$ cat src/shared/cfi_pkg.sv
// Constants, register map and types of the codec serial frame interface.
package cfi_pkg;

  localparam int unsigned ADDR_W   = 4;
  localparam int unsigned DATA_W   = 16;
  localparam int unsigned WORD_W   = 16;
  localparam int unsigned DIV_W    = 12;
  localparam int unsigned CNT_W    = 4;
  localparam int unsigned POS_W    = 8;
  localparam int unsigned BADDR_W  = 2;

  // Register word addresses.
  localparam logic [3:0] ADDR_CTRL_ONE = 4'h0;
  localparam logic [3:0] ADDR_CTRL_TWO = 4'h1;
  localparam logic [3:0] ADDR_DIVIDER  = 4'h2;
  localparam logic [3:0] ADDR_STATUS   = 4'h3;
  localparam logic [3:0] ADDR_RX_BASE  = 4'h4;
  localparam logic [3:0] ADDR_TX_BASE  = 4'h8;

  // Field positions in control_reg_one.
  localparam int unsigned C1_ENABLE_BIT   = 15;
  localparam int unsigned C1_IDLE_MODE    = 10;
  localparam int unsigned C1_FS_DIR       = 9;
  localparam int unsigned C1_FS_MODE_LSB  = 0;
  // Field positions in control_reg_two.
  localparam int unsigned C2_CLK_DIR      = 12;
  localparam int unsigned C2_FRAME_LSB    = 8;
  localparam int unsigned C2_WORD_LSB     = 0;
  // Field positions in the status register.
  localparam int unsigned ST_ADDR_LSB     = 0;
  localparam int unsigned ST_FRAME_LSB    = 4;
  localparam int unsigned ST_RUN_BIT      = 8;

  // Frame sync mode encodings.
  localparam logic [1:0] MODE_MULTI = 2'h0;
  localparam logic [1:0] MODE_I2S   = 2'h1;
  localparam logic [1:0] MODE_AC16  = 2'h2;
  localparam logic [1:0] MODE_AC20  = 2'h3;

  // Fixed link-frame figures.
  localparam logic [7:0] AC_LAST_POS   = 8'hFF;
  localparam logic [7:0] AC_SYNC_HIGH  = 8'h10;
  localparam logic [3:0] AC_WORD_LAST  = 4'hF;
  localparam logic [3:0] AC_FRAME_LAST = 4'hF;

  // Reset values.
  localparam logic [15:0] RST_CTRL_ONE = 16'h0000;
  localparam logic [15:0] RST_CTRL_TWO = 16'h0000;
  localparam logic [11:0] RST_DIVIDER  = 12'h000;

  typedef enum logic [2:0] {
    ST_IDLE  = 3'b001,
    ST_ARMED = 3'b010,
    ST_RUN   = 3'b100
  } cfi_state_t;

endpackage

$ cat src/rtl/cfi_core.sv
// Codec serial frame interface: bit clock, framing, shift register and buffers.
`timescale 1ns/1ns

module cfi_core (
  input  wire logic                      clk_i,
  input  wire logic                      resetn_i,
  input  wire logic [cfi_pkg::ADDR_W-1:0] addr_i,
  input  wire logic [cfi_pkg::DATA_W-1:0] wdata_i,
  input  wire logic                      wr_i,
  input  wire logic                      rd_i,
  output logic      [cfi_pkg::DATA_W-1:0] rdata_o,
  input  wire logic                      sck_i,
  output logic                           sck_o,
  output logic                           sck_oe_o,
  input  wire logic                      fs_i,
  output logic                           fs_o,
  output logic                           fs_oe_o,
  input  wire logic                      sdi_i,
  output logic                           sdo_o,
  output logic                           sdo_oe_o
);
  import cfi_pkg::*;

  typedef struct packed {
    logic                         en;
    logic                         en_q;
    logic                         idle_mode;
    logic                         fs_dir;
    logic [1:0]                   fs_mode;
    logic                         clk_dir;
    logic [CNT_W-1:0]             fl;
    logic [CNT_W-1:0]             ws;
    logic [DIV_W-1:0]             div;
    logic [7:0][WORD_W-1:0]       buffer;
    logic [DIV_W-1:0]             div_cnt;
    logic                         sck;
    logic                         sck_oe;
    logic                         sck_q;
    logic                         fs_q;
    cfi_state_t                   st;
    logic [BADDR_W-1:0]           baddr;
    logic [CNT_W-1:0]             bit_cnt;
    logic [CNT_W-1:0]             fcnt;
    logic [POS_W-1:0]             pos;
    logic [WORD_W-1:0]            sr;
    logic                         sdo;
    logic                         sdo_oe;
    logic                         fs;
    logic                         fs_oe;
    logic [DATA_W-1:0]            rdata;
  } cfi_core_state_t;

  cfi_core_state_t s_r;
  cfi_core_state_t s_nxt;

  logic              gen_on;
  logic              rise;
  logic              fall;
  logic              ac_mode;
  logic [CNT_W-1:0]  word_last;
  logic [CNT_W-1:0]  frame_last;
  logic [8:0]        frame_len;
  logic [POS_W-1:0]  len_last;
  logic [POS_W-1:0]  half_last;
  logic              end_of_word;
  logic              end_of_frame;
  logic              sync_seen;
  logic [WORD_W-1:0] rx_word;
  logic [WORD_W-1:0] tx_word;

  always_comb begin
    s_nxt = s_r;
    rise  = 1'b0;
    fall  = 1'b0;

    // mode select: codes 2 and 3 are the link modes.
    ac_mode = s_r.fs_mode[1];
    // word length: field plus one, ignored on the link.
    word_last  = ac_mode ? AC_WORD_LAST : s_r.ws;
    // fixed link frame: sixteen words of sixteen bits.
    frame_last = ac_mode ? AC_FRAME_LAST : s_r.fl;
    frame_len  = 9'((10'(word_last) + 10'h001) * (10'(frame_last) + 10'h001));
    len_last   = ac_mode ? AC_LAST_POS : 8'(frame_len - 9'h001);
    // An odd I2S frame length gives one more low period than high.
    half_last  = 8'((frame_len >> 1) - 9'h001);
    end_of_word  = (s_r.bit_cnt == word_last);
    end_of_frame = end_of_word && (s_r.fcnt == frame_last);

    // generator enable: zero divider disables it.
    // external clock: divider has no effect when clock is an input.
    gen_on = (s_r.div != 12'h000) && !s_r.clk_dir;

    // enable clear: the divider restarts once at the disable, then keeps running while the enable stays clear.
    if (!s_r.en && s_r.en_q) begin
      s_nxt.div_cnt = 12'h000;
      s_nxt.sck     = 1'b0;
    end else if (gen_on) begin
      // toggle every value plus one cycles.
      if (s_r.div_cnt == s_r.div) begin
        s_nxt.div_cnt = 12'h000;
        s_nxt.sck     = ~s_r.sck;
        rise          = ~s_r.sck;
        fall          = s_r.sck;
      end else begin
        s_nxt.div_cnt = s_r.div_cnt + 12'h001;
      end
    end else begin
      s_nxt.div_cnt = 12'h000;
      s_nxt.sck     = 1'b0;
    end
    // input clock: edges come from the sampled pin.
    // Each external clock phase must last at least one cycle of clk_i to be seen.
    if (s_r.clk_dir) begin
      rise = sck_i && !s_r.sck_q;
      fall = !sck_i && s_r.sck_q;
    end
    s_nxt.sck_q = sck_i;
    s_nxt.en_q  = s_r.en;
    // bit clock pin: driven by the generator regardless of enable.
    s_nxt.sck_oe = gen_on;

    // pin ownership: frame sync driven only by an enabled master.
    // master when the direction bit is clear.
    s_nxt.fs_oe = s_r.en && !s_r.fs_dir;

    // Frame sync as seen by a slave, taken on the sampling edge.
    sync_seen = 1'b0;
    if (s_r.fs_mode == MODE_I2S) begin
      // either edge of frame sync starts a transfer.
      sync_seen = (fs_i != s_r.fs_q);
    end else begin
      // link tag slot follows a sampled high.
      sync_seen = fs_i;
    end

    // Short words are padded with zeros below, so software reads a signed fraction.
    rx_word = {s_r.sr[WORD_W-2:0], sdi_i} << (AC_WORD_LAST - word_last);
    tx_word = s_r.buffer[{1'b1, s_r.baddr}];

    if (!s_r.en) begin
      // module reset: counters, framing and address counter cleared.
      s_nxt.st      = ST_IDLE;
      s_nxt.baddr   = 2'h0;
      s_nxt.bit_cnt = 4'h0;
      s_nxt.fcnt    = 4'h0;
      s_nxt.pos     = 8'h00;
      s_nxt.sr      = 16'h0000;
      s_nxt.sdo     = 1'b0;
      s_nxt.sdo_oe  = 1'b0;
      s_nxt.fs      = 1'b0;
      s_nxt.fs_q    = 1'b0;
    end else begin
      if (fall) begin
        // The sync level is kept once per bit period, so an I2S edge is seen once.
        s_nxt.fs_q = fs_i;
        if (s_r.st == ST_RUN) begin
          // shift in at the LSB, oldest bit ends at the MSB.
          s_nxt.sr = {s_r.sr[WORD_W-2:0], sdi_i};
          if (end_of_word) begin
            // receive space uses prefix 0, left justified.
            s_nxt.buffer[{1'b0, s_r.baddr}] = rx_word;
            // one counter steps both spaces together.
            s_nxt.baddr = s_r.baddr + 2'h1;
          end
        end
        // syncs ignored until the last bit period of the frame.
        if (s_r.fs_dir && sync_seen &&
            (s_r.st != ST_RUN || end_of_frame)) begin
          s_nxt.st = ST_ARMED;
        end
      end
      if (rise) begin
        if ((s_r.st == ST_ARMED) || (!s_r.fs_dir && s_r.st == ST_IDLE)) begin
          s_nxt.st      = ST_RUN;
          s_nxt.bit_cnt = 4'h0;
          s_nxt.fcnt    = 4'h0;
          s_nxt.pos     = 8'h00;
        end else if (s_r.st == ST_RUN) begin
          if (end_of_word) begin
            // word counter wraps after the set length.
            s_nxt.bit_cnt = 4'h0;
            // frame counter steps when the word counter wraps.
            s_nxt.fcnt = end_of_frame ? 4'h0 : s_r.fcnt + 4'h1;
          end else begin
            s_nxt.bit_cnt = s_r.bit_cnt + 4'h1;
          end
          s_nxt.pos = end_of_frame ? 8'h00 : s_r.pos + 8'h01;
          // slave goes quiet after one full frame.
          if (end_of_frame && s_r.fs_dir) begin
            s_nxt.st = ST_IDLE;
          end
        end
        if (s_nxt.st == ST_RUN) begin
          if (s_nxt.bit_cnt == 4'h0) begin
            // word fetched from the addressed shadow buffer.
            s_nxt.sr  = tx_word;
            s_nxt.sdo = tx_word[WORD_W-1];
          end else begin
            // next bit out is the MSB.
            s_nxt.sdo = s_r.sr[WORD_W-1];
          end
          s_nxt.sdo_oe = 1'b1;
        end else begin
          // idle periods drive zero or release the line.
          s_nxt.sdo    = 1'b0;
          s_nxt.sdo_oe = s_r.idle_mode;
        end
        // master sync is placed around the wrap to position zero.
        case (s_r.fs_mode)
          MODE_MULTI: begin
            // one bit period, just ahead of word zero.
            s_nxt.fs = (s_nxt.pos == len_last);
          end
          MODE_I2S: begin
            // half frame high, each edge one period ahead of a word.
            s_nxt.fs = (s_nxt.pos == len_last) || (s_nxt.pos < half_last);
          end
          MODE_AC16, MODE_AC20: begin
            // sixteen periods high, the rest low.
            s_nxt.fs = (s_nxt.pos == len_last) || (s_nxt.pos < (AC_SYNC_HIGH - 8'h01));
          end
          default: begin
            s_nxt.fs = 1'b0;
          end
        endcase
      end
      if (s_r.st != ST_RUN && !rise) begin
        s_nxt.sdo_oe = s_r.idle_mode;
      end
    end

    // Register port. Receive words are read only; unmapped reads give zero.
    // A store and a read of the same receive word in one cycle return the old word.
    s_nxt.rdata = 16'h0000;
    if (wr_i) begin
      case (addr_i)
        ADDR_CTRL_ONE: begin
          s_nxt.en        = wdata_i[C1_ENABLE_BIT];
          s_nxt.idle_mode = wdata_i[C1_IDLE_MODE];
          s_nxt.fs_dir    = wdata_i[C1_FS_DIR];
          s_nxt.fs_mode   = wdata_i[C1_FS_MODE_LSB +: 2];
        end
        ADDR_CTRL_TWO: begin
          s_nxt.clk_dir = wdata_i[C2_CLK_DIR];
          s_nxt.fl      = wdata_i[C2_FRAME_LSB +: CNT_W];
          s_nxt.ws      = wdata_i[C2_WORD_LSB +: CNT_W];
        end
        ADDR_DIVIDER: begin
          s_nxt.div = wdata_i[DIV_W-1:0];
        end
        // transmit words sit behind prefix 1.
        ADDR_TX_BASE: begin
          s_nxt.buffer[3'h4] = wdata_i;
        end
        ADDR_TX_BASE + 4'h1: begin
          s_nxt.buffer[3'h5] = wdata_i;
        end
        ADDR_TX_BASE + 4'h2: begin
          s_nxt.buffer[3'h6] = wdata_i;
        end
        ADDR_TX_BASE + 4'h3: begin
          s_nxt.buffer[3'h7] = wdata_i;
        end
        default: begin
          // Status and receive words are read only; writes to them are dropped.
        end
      endcase
    end
    if (rd_i) begin
      case (addr_i)
        ADDR_CTRL_ONE: begin
          s_nxt.rdata[C1_ENABLE_BIT]        = s_r.en;
          s_nxt.rdata[C1_IDLE_MODE]         = s_r.idle_mode;
          s_nxt.rdata[C1_FS_DIR]            = s_r.fs_dir;
          s_nxt.rdata[C1_FS_MODE_LSB +: 2]  = s_r.fs_mode;
        end
        ADDR_CTRL_TWO: begin
          s_nxt.rdata[C2_CLK_DIR]              = s_r.clk_dir;
          s_nxt.rdata[C2_FRAME_LSB +: CNT_W]   = s_r.fl;
          s_nxt.rdata[C2_WORD_LSB +: CNT_W]    = s_r.ws;
        end
        ADDR_DIVIDER: begin
          s_nxt.rdata[DIV_W-1:0] = s_r.div;
        end
        ADDR_STATUS: begin
          s_nxt.rdata[ST_ADDR_LSB +: BADDR_W] = s_r.baddr;
          s_nxt.rdata[ST_FRAME_LSB +: CNT_W]  = s_r.fcnt;
          s_nxt.rdata[ST_RUN_BIT]             = (s_r.st == ST_RUN);
        end
        // receive words sit behind prefix 0, transmit words behind prefix 1.
        ADDR_RX_BASE: begin
          s_nxt.rdata = s_r.buffer[3'h0];
        end
        ADDR_RX_BASE + 4'h1: begin
          s_nxt.rdata = s_r.buffer[3'h1];
        end
        ADDR_RX_BASE + 4'h2: begin
          s_nxt.rdata = s_r.buffer[3'h2];
        end
        ADDR_RX_BASE + 4'h3: begin
          s_nxt.rdata = s_r.buffer[3'h3];
        end
        ADDR_TX_BASE: begin
          s_nxt.rdata = s_r.buffer[3'h4];
        end
        ADDR_TX_BASE + 4'h1: begin
          s_nxt.rdata = s_r.buffer[3'h5];
        end
        ADDR_TX_BASE + 4'h2: begin
          s_nxt.rdata = s_r.buffer[3'h6];
        end
        ADDR_TX_BASE + 4'h3: begin
          s_nxt.rdata = s_r.buffer[3'h7];
        end
        default: begin
          s_nxt.rdata = 16'h0000;
        end
      endcase
    end
  end

  // The whole state, buffers included, clears on reset so reads never return unknowns.
  always_ff @(posedge clk_i or negedge resetn_i) begin
    if (!resetn_i) begin
      s_r           <= '0;
      s_r.en        <= RST_CTRL_ONE[C1_ENABLE_BIT];
      s_r.fs_mode   <= RST_CTRL_ONE[C1_FS_MODE_LSB +: 2];
      s_r.ws        <= RST_CTRL_TWO[C2_WORD_LSB +: CNT_W];
      s_r.div       <= RST_DIVIDER;
      s_r.st        <= ST_IDLE;
    end else begin
      s_r <= s_nxt;
    end
  end

  // Every pin and the read port come straight from the state register.
  assign rdata_o  = s_r.rdata;
  assign sck_o    = s_r.sck;
  assign sck_oe_o = s_r.sck_oe;
  assign fs_o     = s_r.fs;
  assign fs_oe_o  = s_r.fs_oe;
  assign sdo_o    = s_r.sdo;
  assign sdo_oe_o = s_r.sdo_oe;

endmodule

$ cat config.mk
export PLATFORM = sky130hd
export DESIGN_NAME = cfi_core
export DESIGN_NICKNAME = d
export VERILOG_FILES = /design/src/shared/cfi_pkg.sv /design/src/rtl/cfi_core.sv
export SDC_FILE = /design/constraint.sdc
export NUM_CORES = 1
export LEC_CHECK = 0
export BUFFER_PORTS_ARGS = -buffer_cell sky130_fd_sc_hd__buf_2
export CAP_MARGIN = 20
export CORE_ASPECT_RATIO = 0.6
export CORE_MARGIN = 2
export CORE_UTILIZATION = 55
export DETAILED_ROUTE_END_ITERATION = 8
export GPL_ROUTABILITY_DRIVEN = 0
export PLACE_DENSITY_LB_ADDON = 0.15
export REMOVE_ABC_BUFFERS = 1
export SYNTH_ARGS = -nofsm -noshare
export SYNTH_HDL_FRONTEND = slang
export SYNTH_SLANG_ARGS = --single-unit
$ cat constraint.sdc
create_clock -name clk_i -period 7.8 [get_ports clk_i]
set_clock_uncertainty 0.05 [all_clocks]
set_input_delay 0.78 -clock clk_i [delete_from_list [all_inputs] [get_ports clk_i]]
set_output_delay 0.78 -clock clk_i [all_outputs]
set_load 0.01 [all_outputs]
==> results of run 1 <==
through the flow:
| step | setup WS (ps) | std cells |
|---|---|---|
| 6_report | 1530 | 1543 |
| 5_1_grt | 1080 | 1542 |
| 4_1_cts | 1530 | 1538 |
| 3_5_place_dp | 1560 | 1498 |
| 3_3_place_gp | 1810 | 1498 |
| 2_1_floorplan | 1500 | 1109 |
cell families after synthesis:
kind of cell / count (synthesis) / share of synthesized area
AO/OA/AOI/OAI: 228 / 0.126
flip-flops: 228 / 0.433
XOR/XNOR: 61 / 0.0405
AND/OR/NAND/NOR: 293 / 0.112
multiplexers: 217 / 0.196
adder cells (fa/ha/maj): 49 / 0.0511
buffers and inverters: 123 / 0.0416
synthesized netlist by cell type (all sizes together) (15+ instances only):
master | number | area share
inv | 33 | 0.0094
nor2 | 92 | 0.027
dfrtp | 227 | 0.43
a22oi | 27 | 0.016
mux4 | 18 | 0.031
nand2 | 62 | 0.018
nor3 | 23 | 0.010
mux2 | 146 | 0.12
a22o | 27 | 0.018
a21oi | 33 | 0.013
nand3 | 22 | 0.0084
xnor2 | 42 | 0.028
xor2 | 19 | 0.013
buf | 28 | 0.015
a221oi | 28 | 0.019
clkbuf | 62 | 0.018
mux2i | 53 | 0.040
a211oi | 25 | 0.014
and2 | 26 | 0.012
ha | 41 | 0.039
a31oi | 15 | 0.0071
o21ai | 32 | 0.012
worst max-delay path: stages (launching register included):
cell                       delay [ps]
sky130_fd_sc_hd__dfrtp_1          450
sky130_fd_sc_hd__nor2_2           200
sky130_fd_sc_hd__inv_1            100
sky130_fd_sc_hd__ha_1             280
sky130_fd_sc_hd__mux2_2           290
sky130_fd_sc_hd__a21oi_1          140
sky130_fd_sc_hd__nor2_1            50
sky130_fd_sc_hd__a31oi_1          180
sky130_fd_sc_hd__fa_1             490
sky130_fd_sc_hd__fa_1             550
sky130_fd_sc_hd__inv_1             50
sky130_fd_sc_hd__fa_1             470
sky130_fd_sc_hd__ha_1             260
sky130_fd_sc_hd__a211oi_1         270
sky130_fd_sc_hd__nor2_1           100
sky130_fd_sc_hd__xnor2_1          520
sky130_fd_sc_hd__nand3b_1         210
sky130_fd_sc_hd__xor2_1           180
sky130_fd_sc_hd__ha_1             310
sky130_fd_sc_hd__a21oi_1          130
sky130_fd_sc_hd__nor2b_1           50
sky130_fd_sc_hd__o21ai_0          120
sky130_fd_sc_hd__nor4bb_1         290
sky130_fd_sc_hd__o21ai_0          150
sky130_fd_sc_hd__nand3_1          110
sky130_fd_sc_hd__o221a_1          190
registers in the layout (all words and copies together), names as in the netlist:
| register | flops |
|---|---|
| ac_mode | 1 |
| rdata_o | 16 |
| s_nxt | 1 |
| sck_o | 1 |
| s_r | 204 |
| fs_oe_o | 1 |
| sck_oe_o | 1 |
| sdo_oe_o | 1 |
| fs_o | 1 |
| sdo_o | 1 |
power by group through the flow:
stage               clock (uW)  sequential [uW]  combinational (uW)
global route              1180             1500                1910
finish                    1130             1490                1730
floorplan                    0             1450                1260
global placement             0             1490                1650
detailed placement           0             1500                1680
CTS                       1140             1480                1700
metal layers:
| metal | wire [um] | global-route usage |
|---|---|---|
| met1 | 18500 | 0.496 |
| met3 | 4420 | 0.0892 |
| met5 | 0 | 0 |
| met4 | 576 | 0.0534 |
| met2 | 15000 | 0.410 |
final timing paths:
path,end,cells past startpoint,slack [ps],from
setup / recovery,fs_o,25,1530,s_r[217]
hold / removal,s_r[185],1,190,resetn_i
setup reg to reg,fs_o,25,1530,s_r[217]
hold reg to reg,s_r[113],2,430,s_r[113]
max in group asynchronous,sdo_o,2,6150,resetn_i
min in group clk_i,s_r[58],1,360,sck_i
area by class of cell:
class / count / area (um2)
multi-input combinational: 848 / 6930
timing repair buffer: 78 / 556
inverter: 33 / 124
tap: 315 / 394
clock inverter: 10 / 113
sequential: 228 / 5710
fill: 1895 / 8840
antenna: 1 / 2.50
clock buffer: 30 / 632
==> results.sh, run 1 <==
export IMPL_final_layout_size_suffix_gt1_frac=0.244
export IMPL_synth_seq_cells=228
export IMPL_timing_hold_ws_ps=195
export IMPL_cts_hold_buf=0
export IMPL_number_of_failing_setup_endpoints_in_the_final_timing_report=0
export IMPL_sequentialPowerShare=0.343
export IMPL_finish_utilization=0.621
export IMPL_postSynth_asyncResetShare=1.00
export IMPL_cts_root_buffer_cell="sky130_fd_sc_hd__clkbuf_16"
export IMPL_yosysWarnings=0
export IMPL_postSynth_topFlopCell="sky130_fd_sc_hd__dfrtp_1"
export IMPL_core_um2=23300
export IMPL_end_kind="flip-flop"
export IMPL_clock_insertion_delay_worst_skew_ps=530
export IMPL_synth_cell_area_um2=13200
export IMPL_timing_max_cap_violations=0
export IMPL_report_final_slew_viol_count=0
export IMPL_detailedRoute_firstIterationViolations=1288
export IMPL_design_die_area_um2=25300
export IMPL_grt_first_pass_wirelength_um=58500
export IMPL_sequential_cell_area_fraction_in_the_yosys_report=0.433
export IMPL_power_static_leakage_uw=0.00642
export IMPL_cellInternalPower_uw=2700
export IMPL_power_switching_share=0.379
export IMPL_ant_nets=0
export IMPL_antenna_violations_before_repair=2
export IMPL_hold_viol_final=0
export IMPL_post_route_drc_count=0
export IMPL_final_common_cell="sky130_fd_sc_hd__dfrtp_1"
export IMPL_dpl_cell_area_um2=13600
export IMPL_p_clk_frac=0.259
export IMPL_power_density_nw_per_um2=300
export IMPL_detail_route_vias_per_cell=6.54
export IMPL_rsz0062_at_grt="false"
export IMPL_ir_drop_mv=0.261
export IMPL_tightestPinTransition_ps=1130
export IMPL_drtPass1Iterations=8
export IMPL_htree_num_levels=1
export IMPL_final_min_period_over_clock_period=0.803
export IMPL_final_cell_mix="sky130_fd_sc_hd__dfrtp_1, sky130_fd_sc_hd__mux2_2, sky130_fd_sc_hd__nor2_1"
export IMPL_nNetsFinal=1288
export IMPL_clkTransAtPathRegs_ps=70
export IMPL_pin_count_of_the_biggest_net_entering_global_routing=84
export IMPL_die_height_um=124
export IMPL_worst_endpoint_arrival_ps=6680
export IMPL_synth_cell_type_count=67
export IMPL_row_count=43
export IMPL_post_synth_inst_count=1199
export IMPL_cts_tree="built"
export IMPL_power_switching_uw=1640
export IMPL_start_util=0.566
export IMPL_share_comb_of_total_power=0.398
export IMPL_tritoncts_num_buffers=23
export IMPL_overflow=0
export IMPL_flow_area_growth_from_synthesis_pct=9.74
export IMPL_post_drt_wl_per_cell_um=24.9
export IMPL_io_pin_count=49
export IMPL_worstHoldPathType="primary input to async pin"
export IMPL_cts_resized_gates=0
export IMPL_worst_path_max_fanout=7
export IMPL_post_synth_cell_area_avg_um2=11.0
export IMPL_wirelength_um=38500
export IMPL_via_count=10100
export IMPL_dp_hpwl_um=26800
export IMPL_clock_fmax_mhz=160
export IMPL_power_uw=4340
export IMPL_worstSetupPathType="flip-flop to flip-flop"
export IMPL_final_cell_area_um2=14500
export IMPL_global_route_usage_total=0.309
export IMPL_number_of_flops_mapped_to_enable_cells_by_yosys=0
export IMPL_run_status="complete, no violations"
export IMPL_die_w_um=204
export IMPL_start_kind="flip-flop"
export IMPL_cts_max_path_bufs=3
export IMPL_slew_headroom=0.247
export IMPL_clkSinkCount=228
export IMPL_setup_tns_ps=0
export IMPL_first_global_vias=9449
export IMPL_worst_endpoint_required_ps=8220
export IMPL_final_min_clock_period_ps=6270
export IMPL_post_cts_setup_buffers=0
export IMPL_io_port_bufs=48
(Power assumes the default switching activity.)
==> inputs of run 2 (changes only) <==
==> constraint.sdc (replaced) <==
create_clock -name clk_i -period 5.9 [get_ports clk_i]
set_clock_uncertainty 0.05 [all_clocks]
set_input_delay 0.59 -clock clk_i [delete_from_list [all_inputs] [get_ports clk_i]]
set_output_delay 0.59 -clock clk_i [all_outputs]
set_load 0.01 [all_outputs]
==> run 2 against run 1 <==
Global-route usage about the same. Final cell count rose by 0.45%. Sequential power increased by 31%. Power up 39%. Critical endpoint unchanged.
==> results.sh, run 2 (synthesis gave the netlist of run 1 again) <==
export IMPL_run_status="complete, no violations"
export IMPL_detailedRoute_firstIterationViolations=1289
export IMPL_sequentialPowerShare=0.323
export IMPL_cellInternalPower_uw=3780
export IMPL_tritoncts_num_buffers=23
export IMPL_final_common_cell="sky130_fd_sc_hd__dfrtp_1"
export IMPL_worst_endpoint_required_ps=6310
export IMPL_start_util=0.566
export IMPL_finish_utilization=0.628
export IMPL_first_global_vias=9649
export IMPL_post_drt_wl_per_cell_um=24.7
export IMPL_power_switching_share=0.374
export IMPL_clock_insertion_delay_worst_skew_ps=520
export IMPL_crit_path_cell_trace="or2_2 -> ha_2 -> mux2_2 -> a21oi_1 -> nor2_1 -> a31oi_2 -> fa_1 -> fa_1 -> inv_1 -> fa_1 -> ha_4 -> nand2b_1 -> a21oi_2 -> xor2_2 -> nor3b_1 -> xnor2_1 -> ha_1 -> nor2b_1 -> o21ai_0 -> nor4bb_2 -> o21ai_1 -> nand3_1 -> o221a_1"
export IMPL_io_port_bufs=48
export IMPL_tightestPinTransition_ps=1110
export IMPL_ir_drop_mv=0.372
export IMPL_worstHoldPathType="primary input to flip-flop"
export IMPL_timing_critical_path_slowest_stage_cell="sky130_fd_sc_hd__fa_1"
export IMPL_detail_route_vias_per_cell=6.48
export IMPL_drt_met1_wl_um=18600
export IMPL_overflow=0
export IMPL_met3RoutedLength_um=4290
export IMPL_drtPass1Iterations=5
export IMPL_nNetsFinal=1297
export IMPL_via_count=10000
export IMPL_detailroute_wirelength_met2_um=14800
export IMPL_clkSinkCount=228
export IMPL_critPathMaxStageDelay_ps=550
export IMPL_power_switching_uw=2260
export IMPL_clock_fmax_mhz=178
export IMPL_antenna_diode_count=0
export IMPL_clkTransAtPathRegs_ps=70
export IMPL_dp_hpwl_um=26600
export IMPL_final_min_clock_period_ps=5630
export IMPL_ant_nets=0
export IMPL_grt_first_pass_wirelength_um=58700
export IMPL_worstSetupPathType="flip-flop to flip-flop"
export IMPL_io_pin_count=49
export IMPL_share_comb_of_total_power=0.428
export IMPL_die_w_um=204
export IMPL_registers_top_by_ff_count="s_r"
export IMPL_flow_area_growth_from_synthesis_pct=11.1
export IMPL_final_cell_area_um2=14600
export IMPL_antenna_violations_before_repair=0
export IMPL_hold_viol_final=0
export IMPL_pin_count_of_the_biggest_net_entering_global_routing=183
export IMPL_htree_num_levels=1
export IMPL_cts_root_buffer_cell="sky130_fd_sc_hd__clkbuf_16"
export IMPL_start_kind="flip-flop"
export IMPL_final_cell_mix="sky130_fd_sc_hd__dfrtp_1, sky130_fd_sc_hd__mux2_2, sky130_fd_sc_hd__nor2_1"
export IMPL_post_route_drc_count=0
export IMPL_crit_top_cell="sky130_fd_sc_hd__fa_1"
export IMPL_cts_tree="built"
export IMPL_top_layer_reached_by_signal_wires="met4"
export IMPL_dpl_cell_area_um2=13700
export IMPL_power_static_leakage_uw=0.00649
export IMPL_power_density_nw_per_um2=413
export IMPL_p_clk_frac=0.249
export IMPL_wirelength_um=38200
export IMPL_global_route_usage_total=0.310
export IMPL_end_kind="flip-flop"
export IMPL_cts_max_path_bufs=3
export IMPL_power_uw=6040
export IMPL_die_height_um=124
export IMPL_largest_reg_flops=204
export IMPL_timing_max_cap_violations=0
export IMPL_timing_hold_ws_ps=170
export IMPL_row_count=43
export IMPL_worst_endpoint_arrival_ps=6040
export IMPL_number_of_failing_setup_endpoints_in_the_final_timing_report=0
export IMPL_design_die_area_um2=25300
export IMPL_worst_path_max_fanout=5
export IMPL_final_min_period_over_clock_period=0.954
export IMPL_slew_headroom=0.259
export IMPL_report_final_slew_viol_count=0
export IMPL_core_um2=23300
export IMPL_final_layout_size_suffix_gt1_frac=0.258
## run 2: power by group through the flow
stage	clock network, uW	registers, uW	logic (uW)
6_report	1500	1950	2590
3_3_place_gp	0	1960	2300
4_1_cts	1520	1940	2380
2_1_floorplan	0	1910	1670
5_1_grt	1580	1970	2820
3_5_place_dp	0	1970	2350
## run 2: worst max-delay path, delay by kind of cell (launching register included)
kind	cells	cell delay, ps
fa+ha+maj	6	2320
simple gates	7	1150
compound gates	6	980
flops	1	440
xor+xnor	2	310
mux	1	280
buf+inv	1	50
## run 2: metal layers
metal,up-vias,track usage
met5,-,0
met4,0,0.0516
met3,46,0.0992
met2,480,0.412
met1,5082,0.489
li1,4433,-
## run 2: path summary, 6_finish.rpt
check                      startpoint  endpoint  slack, ps  cells past startpoint
max                           ac_mode      fs_o        270                     23
min                             sck_i   s_r[58]        170                      1
max reg2reg                   ac_mode      fs_o        270                     23
min reg2reg                   s_r[97]   s_r[97]        430                      2
max in group asynchronous    resetn_i  s_r[214]       3920                      3
min in group asynchronous    resetn_i  s_r[137]        510                      2
## run 2: stage by stage
stage	TNS [ps]	std cells	setup WS, ps
detailed placement	0	1508	87.7
finish	0	1550	272
global placement	0	1506	232
floorplan	-397	1109	-397
global route	-22.7	1550	-22.7
CTS	0	1548	79.4
## run 2: area by class of cell
| cell class | count | area (um2) |
|---|---|---|
| Clock buffer | 34 | 677 |
| Clock inverter | 5 | 83.8 |
| Fill cell | 1821 | 8660 |
| Inverter | 33 | 124 |
| Multi-Input combinational cell | 848 | 7020 |
| Sequential cell | 228 | 5710 |
| Tap cell | 315 | 394 |
| Timing Repair Buffer | 87 | 629 |
## run 2: what timing repair did
| action | 4_1_cts | 5_1_grt |
|---|---|---|
| resized for setup | 0 | 19 |
| endpoints found under the setup margin | 0 | 1 |
| hold buffers | 1 | 0 |
| hold endpoints to repair | 46 | 0 |
| setup buffers | 0 | 1 |
